File: src/hdl/adc_cfg_pkg.sv
package adc_cfg_pkg;
    // register map of the control block
    localparam logic [3:0] ADDR_CONTROL_ONE = 4'h0;
    localparam logic [3:0] ADDR_CONTROL_TWO = 4'h1;
    localparam logic [3:0] ADDR_STATUS = 4'h2;
    localparam logic [7:0] CONTROL_ONE_RST = 8'h00;
    localparam logic [7:0] CONTROL_TWO_RST = 8'h00;
    // control-two field positions
    localparam int SWEEP_LO_POS = 0;
    localparam int SWEEP_HI_POS = 1;
    localparam int SWEEP1_POS = 2;
    localparam int RES_POS = 3;
    localparam int FREQ_HI_POS = 4;
    localparam int REF_POS = 5;
    localparam int AMP_LO_POS = 6;
    localparam int AMP_HI_POS = 7;
    // control-one field positions
    localparam int OP_LO_POS = 3;
    localparam int OP_HI_POS = 4;
    localparam int FREQ_LO_POS = 7;
    // divider counts in core clock cycles
    localparam logic [1:0] DIV_TWO_LAST = 2'h1;
    localparam logic [1:0] DIV_FOUR_LAST = 2'h3;

    typedef enum logic [4:0] {
        MODE_ONE_SHOT = 5'h01,
        MODE_REPEAT = 5'h02,
        MODE_SINGLE_SWEEP = 5'h04,
        MODE_SWEEP0 = 5'h08,
        MODE_SWEEP1 = 5'h10
    } conv_mode_e;

    typedef struct packed {
        conv_mode_e mode;
        logic [7:0] sweep_mask;
        logic [7:0] focus_mask;
        logic res_ten;
        logic ref_on;
        logic [1:0] ext_use;
    } conv_cfg_s;
endpackage

File: src/hdl/adc_sweep_cfg.sv
// Implementation choices: the strobed register port and the placing of the registers.
`timescale 1ns/1ps
`default_nettype none
module adc_sweep_cfg (
    input wire logic I_CORE_CLK,
    input wire logic I_SYS_RST,
    input wire logic [3:0] I_ADDR,
    input wire logic [7:0] I_WDATA,
    input wire logic I_WR,
    input wire logic I_RD,
    output logic [7:0] O_RDATA,
    output adc_cfg_pkg::conv_cfg_s O_CFG,
    output logic O_CONV_TICK,
    output logic O_EXT_IN0_EN,
    output logic O_EXT_IN1_EN
);
    logic [7:0] ctrl_one_q;
    logic [7:0] ctrl_two_q;
    logic [7:0] rdata_q;
    adc_cfg_pkg::conv_cfg_s cfg_q;
    adc_cfg_pkg::conv_cfg_s cfg_d;
    logic tick;

    // pins 0 .. n-1 as a mask
    function automatic logic [7:0] low_mask(input logic [3:0] n);
        low_mask = 8'((9'h001 << n) - 9'h001);
    endfunction

    // register writes
    always_ff @(posedge I_CORE_CLK) begin
        if (I_SYS_RST) begin
            ctrl_one_q <= adc_cfg_pkg::CONTROL_ONE_RST;
            ctrl_two_q <= adc_cfg_pkg::CONTROL_TWO_RST;
        end else if (I_WR) begin
            if (I_ADDR == adc_cfg_pkg::ADDR_CONTROL_ONE) begin
                ctrl_one_q <= I_WDATA;
            end else if (I_ADDR == adc_cfg_pkg::ADDR_CONTROL_TWO) begin
                ctrl_two_q <= I_WDATA;
            end
        end
    end

    // decode of the mode and sweep fields
    always_comb begin
        logic [1:0] scan;
        logic [1:0] op;
        scan = {ctrl_two_q[adc_cfg_pkg::SWEEP_HI_POS],
                ctrl_two_q[adc_cfg_pkg::SWEEP_LO_POS]};
        op = {ctrl_one_q[adc_cfg_pkg::OP_HI_POS],
              ctrl_one_q[adc_cfg_pkg::OP_LO_POS]};
        cfg_d = '0;
        if (ctrl_two_q[adc_cfg_pkg::SWEEP1_POS]) begin
            cfg_d.mode = adc_cfg_pkg::MODE_SWEEP1;
        end else begin
            case (op)
                2'h0: cfg_d.mode = adc_cfg_pkg::MODE_ONE_SHOT;
                2'h1: cfg_d.mode = adc_cfg_pkg::MODE_REPEAT;
                2'h2: cfg_d.mode = adc_cfg_pkg::MODE_SINGLE_SWEEP;
                default: cfg_d.mode = adc_cfg_pkg::MODE_SWEEP0;
            endcase
        end
        cfg_d.sweep_mask = low_mask({1'b0, scan, 1'b0} + 4'h2);
        cfg_d.focus_mask = low_mask({2'h0, scan} + 4'h1);
        cfg_d.res_ten = ctrl_two_q[adc_cfg_pkg::RES_POS];
        cfg_d.ref_on = ctrl_two_q[adc_cfg_pkg::REF_POS];
        cfg_d.ext_use = {ctrl_two_q[adc_cfg_pkg::AMP_HI_POS],
                         ctrl_two_q[adc_cfg_pkg::AMP_LO_POS]};
    end

    // registered configuration towards the sequencer
    always_ff @(posedge I_CORE_CLK) begin
        if (I_SYS_RST) begin
            cfg_q <= '0;
        end else begin
            cfg_q <= cfg_d;
        end
    end

    // read data one cycle after the strobe, unmapped reads zero
    always_ff @(posedge I_CORE_CLK) begin
        if (I_SYS_RST) begin
            rdata_q <= 8'h00;
        end else if (I_RD) begin
            if (I_ADDR == adc_cfg_pkg::ADDR_CONTROL_ONE) begin
                rdata_q <= ctrl_one_q;
            end else if (I_ADDR == adc_cfg_pkg::ADDR_CONTROL_TWO) begin
                rdata_q <= ctrl_two_q;
            end else if (I_ADDR == adc_cfg_pkg::ADDR_STATUS) begin
                rdata_q <= {3'h0, cfg_q.mode};
            end else begin
                rdata_q <= 8'h00;
            end
        end else begin
            rdata_q <= 8'h00;
        end
    end

    // converter clock enable
    adc_clk_div u_div (
        .i_clk(I_CORE_CLK),
        .i_rst(I_SYS_RST),
        .i_full_rate(ctrl_two_q[adc_cfg_pkg::FREQ_HI_POS]),
        .i_half_rate(ctrl_one_q[adc_cfg_pkg::FREQ_LO_POS]),
        .o_tick(tick)
    );

    // extended input use: 00 none, 01 input 0; others held for review
    always_ff @(posedge I_CORE_CLK) begin
        if (I_SYS_RST) begin
            O_EXT_IN0_EN <= 1'b0;
            O_EXT_IN1_EN <= 1'b0;
        end else begin
            O_EXT_IN0_EN <= (cfg_d.ext_use == 2'h1);
            O_EXT_IN1_EN <= 1'b0;
        end
    end

    assign O_RDATA = rdata_q;
    assign O_CFG = cfg_q;
    assign O_CONV_TICK = tick;
endmodule // adc_sweep_cfg
`default_nettype wire

File: src/hdl/adc_clk_div.sv
`timescale 1ns/1ps
`default_nettype none
// converter clock enable: undivided, divided by 2 or by 4
module adc_clk_div (
    input wire logic i_clk,
    input wire logic i_rst,
    input wire logic i_full_rate,
    input wire logic i_half_rate,
    output logic o_tick
);
    logic [1:0] cnt_q;
    logic [1:0] last;

    // last count of the current division
    assign last = i_half_rate ? adc_cfg_pkg::DIV_TWO_LAST
                              : adc_cfg_pkg::DIV_FOUR_LAST;

    // free-running counter, restarts on its last value
    always_ff @(posedge i_clk) begin
        if (i_rst) begin
            cnt_q <= 2'h0;
        end else if (cnt_q >= last) begin
            cnt_q <= 2'h0;
        end else begin
            cnt_q <= cnt_q + 2'h1;
        end
    end

    assign o_tick = i_full_rate | (cnt_q >= last);
endmodule // adc_clk_div
`default_nettype wire

File: config.mk
export PLATFORM = sky130hd
export DESIGN_NAME = adc_sweep_cfg
export DESIGN_NICKNAME = d
export VERILOG_FILES = /design/src/hdl/adc_cfg_pkg.sv /design/src/hdl/adc_sweep_cfg.sv /design/src/hdl/adc_clk_div.sv
export SDC_FILE = /design/constraint.sdc
export NUM_CORES = 1
export LEC_CHECK = 0
export BUFFER_PORTS_ARGS = -buffer_cell sky130_fd_sc_hd__buf_2
export CAP_MARGIN = 5
export CORE_AREA = 5 5 60 62
export CTS_BUF_LIST = sky130_fd_sc_hd__clkbuf_8
export DETAILED_ROUTE_END_ITERATION = 8
export DIE_AREA = 0 0 65 67
export PLACE_DENSITY = 0.87
export SLEW_MARGIN = 15
export SYNTH_ARGS = -nofsm -noshare
export SYNTH_HDL_FRONTEND = slang
export SYNTH_SLANG_ARGS = --single-unit
File: constraint.sdc
create_clock -name I_CORE_CLK -period 2.3 [get_ports I_CORE_CLK]
set_input_delay 0.345 -clock I_CORE_CLK [delete_from_list [all_inputs] [get_ports I_CORE_CLK]]
set_output_delay 0.345 -clock I_CORE_CLK [all_outputs]
set_load 0.01 [all_outputs]
[Yosys cells after proc, flatten, opt, wreduce, memory -nomap -nowiden]
Cells that the tools add are included.
Storage, ports and cells
  word-level logic and storage cells: 41
  input bits: 16
  register bits: 52
Operators by class
  bitwise operators: 3
  magnitude comparators: 1
  shift operators: 2
  $add $sub $neg: 5
  reduce and logical (&&, ||, !) cells: 7
  eq/ne operators: 5
  multiplexer cells: 6
Operators with widths (count)
  8-bit 2-to-1 mux: 2
  8-bit by 1-bit subtractor with 8-bit output, second input constant: 2
  4-bit one-hot mux with 3 select lines: 1
  5-bit 2-to-1 mux: 2
  1-bit by 3-bit << shifter with 8-bit output, first input constant: 1
  1-bit by 4-bit << shifter with 8-bit output, first input constant: 1
  2-bit OR reduction: 3
  3-bit by 2-bit adder with 4-bit output, second input constant: 1
  2-bit by 1-bit == test with 1-bit output, second input constant: 2
  4-bit by 1-bit == test with 1-bit output, second input constant: 1
  4-bit by 2-bit == test with 1-bit output, second input constant: 1
  4-bit zero test: 1
  2-bit by 1-bit adder with 3-bit output, second input constant: 1
  3-bit AND reduction: 1
  2-bit by 1-bit adder with 2-bit output, second input constant: 1
  2-bit == test, second input constant: 1
  2-bit greater-or-equal comparator: 1
  2-bit zero test: 1
  2-bit 2-to-1 mux: 1
  1-bit inverter: 2
  2-bit AND reduction: 1
  1-bit OR: 1

[Depth between registers and ports, before layout]
  depth in word-level cells: 4
  depth in mapped cells: 5
  gate-level depth less buffers: 4

[Modules after synthesis]
Synthesis repeated with hierarchy kept, for this count alone.
Unflattened totals
  cells, all modules: 154
  area total of the unflattened synthesis: 1610.3 um^2
By module, submodules not included
  adc_sweep_cfg: cells an instance 146, instances 1, area an instance 1516.5 um^2, seq. area each 840.8 um^2
  adc_clk_div: cells an instance 8, instances 1, area an instance 93.8 um^2, seq. area each 40.0 um^2

[Worst setup path before layout]
Ideal clock, no wire load.
  path type: input to register
  start point: input I_ADDR[0]
  end point: register rdata_q[0] (netlist: O_RDATA[0])
  stages: 4
  data arrival time: 1.159 ns
  required time: 2.178 ns
  library setup time: 0.122 ns
  path slack: 1.020 ns
  path through: buf_2 -> or4_4 -> o221ai_1 -> a21oi_1
On the way
  cells in the longest elaborated chain, start to end: 4
  elaborated cells between the ends (all ways): 6
Ends and longest elaborated chain
  from (decl): RTL line adc_sweep_cfg.sv:7  | input wire logic [3:0] I_ADDR,
  4-bit by 2-bit == test with 1-bit output: RTL line adc_sweep_cfg.sv:88  | end else if (I_ADDR == adc_cfg_pkg::ADDR_STATUS) begin
  5-bit 2-to-1 mux: RTL line adc_sweep_cfg.sv:88
  8-bit 2-to-1 mux: RTL line adc_sweep_cfg.sv:86  | end else if (I_ADDR == adc_cfg_pkg::ADDR_CONTROL_TWO) begin
  8-bit 2-to-1 mux (*): RTL line adc_sweep_cfg.sv:84  | if (I_ADDR == adc_cfg_pkg::ADDR_CONTROL_ONE) begin
  to (signal assigned): RTL line adc_sweep_cfg.sv:85  | rdata_q <= ctrl_one_q;
  to (signal assigned): RTL line adc_sweep_cfg.sv:87  | rdata_q <= ctrl_two_q;
  to (signal assigned): RTL line adc_sweep_cfg.sv:89  | rdata_q <= {3'h0, cfg_q.mode};
  to (decl): RTL line adc_sweep_cfg.sv:19  | logic [7:0] rdata_q;
Every way passes the cells marked *; elsewhere a longest branch is shown, timed or not.
A chain may end at the register's enable or synchronous reset.

[Final worst setup path]
  start point: register u_div.cnt_q[1]
  end point: output O_CONV_TICK
On the way
  cells in the longest elaborated chain, start to end: 2
Ends and longest elaborated chain
  from (decl): RTL line adc_clk_div.sv:11  | logic [1:0] cnt_q;
  from (signal assigned): RTL line adc_clk_div.sv:25  | cnt_q <= cnt_q + 2'h1;
  2-bit greater-or-equal comparator: RTL line adc_clk_div.sv:29  | assign o_tick = i_full_rate | (cnt_q >= last);
  1-bit OR: RTL line adc_clk_div.sv:29
  to (decl): RTL line adc_sweep_cfg.sv:13  | output logic O_CONV_TICK,
No other way between the ends.

==> flow_summary.yaml <==
outcome:
  run_status: "complete, no violations"
timing:
  fin_crit_sh: 0.736
  finClkSkew_ns: 0.00677
  setup_total_negative_slack_ns: 0
  grt_setup_unrepaired: "false"
  max_freq_mhz: 591
  final_hold_vio_count: 0
  period_minus_ws_final_ns: 1.69
  postLayoutSetupSlackWorst_ns: 0.607
  slew_violations: 0
  final-setup-viol-count: 0
global_routing:
  grt_use_met3: 0.0506
  grt_met1_usage: 0.170
  met2_usage: 0.269
  gr-max-usage-layer: "met2"
  gr-usage-all-layers: 0.154
  global_route_wire_length_before_repair_mm: 5.06
  pin_count_of_the_biggest_net_entering_global_routing: 26
  overflow: 0
  vias_in_the_first_global_route: 1129
  initial_antenna_violation_count: 0
synthesis:
  synth_top_area_cell: "dfxtp_1"
  synth_cell_types: 28
  post_syn_instances: 150
  synth_seq_area_share: 0.561
  synth.cells.most_frequent: "44 x dfxtp_1, 27 x nand2_1, 20 x mux2i_1"
  post-synth-top-count-cell: "dfxtp_1"
  synth_top_cells_by_area: "dfxtp_1 56%, mux2i_1 13%, nand2_1 6.4%"
  netlist.area_leader.share: 0.561
  synth.ff_latch_count: 44
  netlist_area_mm2: 0.00157
  postSynth.asyncResetShare: 0
  synth_enable_flop_cells: 0
  ys_dominant_reg_cell: "dfxtp_1"
  ys_warn_count: 0
  synth_area_per_inst_um2: 10.5
drt:
  routed-via-count: 1171
  drc_errors: 0
  totalWireLength_mm: 3.10
  dr.first_iter.drc_count: 29
  route.antenna.remaining_nets: 0
  drt_pass1_iterations: 4
  drt-wirelength-per-cell_um: 13.5
  mean_number_of_vias_per_cell: 5.09
critical_path:
  end_kind: "output pin"
  timing.setup.critical_path_class: "register to output pin"
  data_required_time_of_the_critical_path_ns: 1.96
  crit_end: "O_CONV_TICK"
  crit-reg2reg-capture: "u_div.cnt_q[1]"
  arrival_ns: 1.35
  worst_setup_path_startpoint: "u_div.cnt_q[1]"
  highest_net_fanout_along_the_worst_path: 3
  worst_r2r_startpoint: "u_div.cnt_q[1]"
  crit_path_start_kind: "register"
  worstRegToRegCells: 4
  setup.reg_to_reg.worst_slack_ns: 1.32
cts:
  htree_levels: 2
  postCtsSetupRepairBufs: 0
  cts_hold_buffers: 0
  cts.path.max_buffers: 2
  clk_root_buffer_cell: "clkbuf_8"
  clkTransAtPathRegs_ns: 0.08
  cts_num_sinks: 44
  tritoncts: "yes"
  cts_resized: 0
  numCtsBuffers: 5
  worstSkewPairLatency_ns: 0.29
power:
  power_switching_share: 0.201
  power_report.internal_total_w: 0.00119
  power.ir.vdd_worst_mv: 0.542
  leakagePower_nw: 0.959
  p_seq_frac: 0.525
  power.clock.fraction: 0.418
  ratio_of_total_power_to_cell_area_mw_per_mm2: 782
  p_sw_w: 0.000300
  power.combinational.fraction: 0.056
place:
  dp_cells: 222
  io_buffers: 49
  postPlaceCellArea_mm2: 0.00178
  hpwl_detailed_mm: 2.18
  gpl.final_weighted_congestion: 0.742
  place_ws_ns: 0.732
layout:
  antenna_cells: 0
  fill_cells: 261
  area_delta_synth_final_pct: 21.3
  finalInstanceArea_mm2: 0.00191
  design.final.nets: 213
  share_of_cells_above_drive_strength_1: 0.320
  finalNonFillerCells: 230
floorplanning:
  placementRows: 20
  start_util: 0.528
  fp.dieArea_mm2: 0.00436
  number_of_ports_placed_on_the_die_boundary: 52
  core-area_mm2: 0.00298
  die_h_um: 67
  fp.dieW_um: 65
hold_path:
  worstHoldPathType: "input pin to register"
run:
  maxCapViolations: 0
==> how the worst min path moves through the flow <==
stage	endpoint	cells after the start	start	slack (ns)
after global placement	ctrl_one_q[6]	2	ctrl_one_q[6]	0.44
after CTS	ctrl_two_q[0]	3	I_WDATA[0]	0.32
final	ctrl_two_q[0]	3	I_WDATA[0]	0.32
after detailed placement	ctrl_one_q[0]	2	ctrl_one_q[0]	0.45
after floorplan	O_EXT_IN0_EN	1	ctrl_two_q[7]	0.41
after global routing	ctrl_one_q[4]	3	I_WDATA[4]	0.32
==> cells in the final DEF, fill, tap and decap left out <==
cell type and instances:
or4_4 1, and2_1 1, nor4_1 1, nor2_1 7, o2bb2ai_1 1, inv_1 6, o221ai_1 4, nor4bb_1 1
nand3_1 1, bufinv_16 1, nor2b_1 3, o211a_1 1, and3_1 2, a211o_1 1, clkbuf_8 7, nand2_1 27
nor3_1 2, conb_1 5, buf_2 49, dfxtp_1 44, nor3_2 1, nand3_2 1, mux2i_1 20, nor4b_4 1
inv_2 2, a21oi_1 4, ha_1 1, nor4b_1 2
==> worst max-delay path: stages, from the launching register on <==
cell	delay, ns
dfxtp_1	0.33
ha_1	0.31
a211o_1	0.29
buf_2	0.14
==> power groups by stage <==
stage	combinational, W	clock (W)	sequential, W
floorplan	0.0000513	0	0.000804
global placement	0.0000824	0	0.000801
detailed placement	0.0000841	0	0.000801
CTS	0.0000848	0.000637	0.000783
global route	0.0000928	0.000682	0.000786
finish	0.0000842	0.000624	0.000783
==> cell type report <==
type	count	area, µm²	area share
sequential	44	881	0.462
multi-input combinational	88	583	0.306
timing repair buffer	49	245	0.129
clock buffer	7	96.3	0.0505
tap	33	41.3	0.0217
clock inverter	1	30.0	0.0157
inverter	8	30.0	0.0157
==> kinds of logic (layout without fill, tap and decap cells) <==
logic type / count (synthesis) / count (layout) / share of synthesized area
DFF: 44 / 44 / 0.561
muxes: 20 / 20 / 0.127
buffers and inverters: 22 / 65 / 0.0780
adders and majority gates: 1 / 1 / 0.00796
AOI/OAI and AO/OA: 11 / 11 / 0.0525
other: 1 / 5 / 0.00239
and+or+nand+nor: 51 / 51 / 0.171
==> metrics by stage <==
stage / utilization / total power, W / hold slack (ns)
CTS: 0.640 / 0.00151 / 0.322
global route: 0.640 / 0.00156 / 0.318
finish: 0.640 / 0.00149 / 0.324
floorplan: - / 0.000855 / 0.413
global placement: 0.598 / 0.000883 / 0.445
detailed placement: 0.598 / 0.000885 / 0.450
==> routing by layer <==
layer | vias to the layer above | part of all wire
met5 | - | 0
met4 | 0 | 0.016
met3 | 7 | 0.060
met2 | 36 | 0.49
met1 | 546 | 0.44
li1 | 582 | -
==> flip-flops by register name (all words and copies together) (netlist names) <==
name and flops:
O_RDATA 8, u_div.cnt_q 2, ctrl_two_q 8, O_EXT_IN0_EN 1
ctrl_one_q 8, O_CFG 17
(Power assumes the default switching activity.)
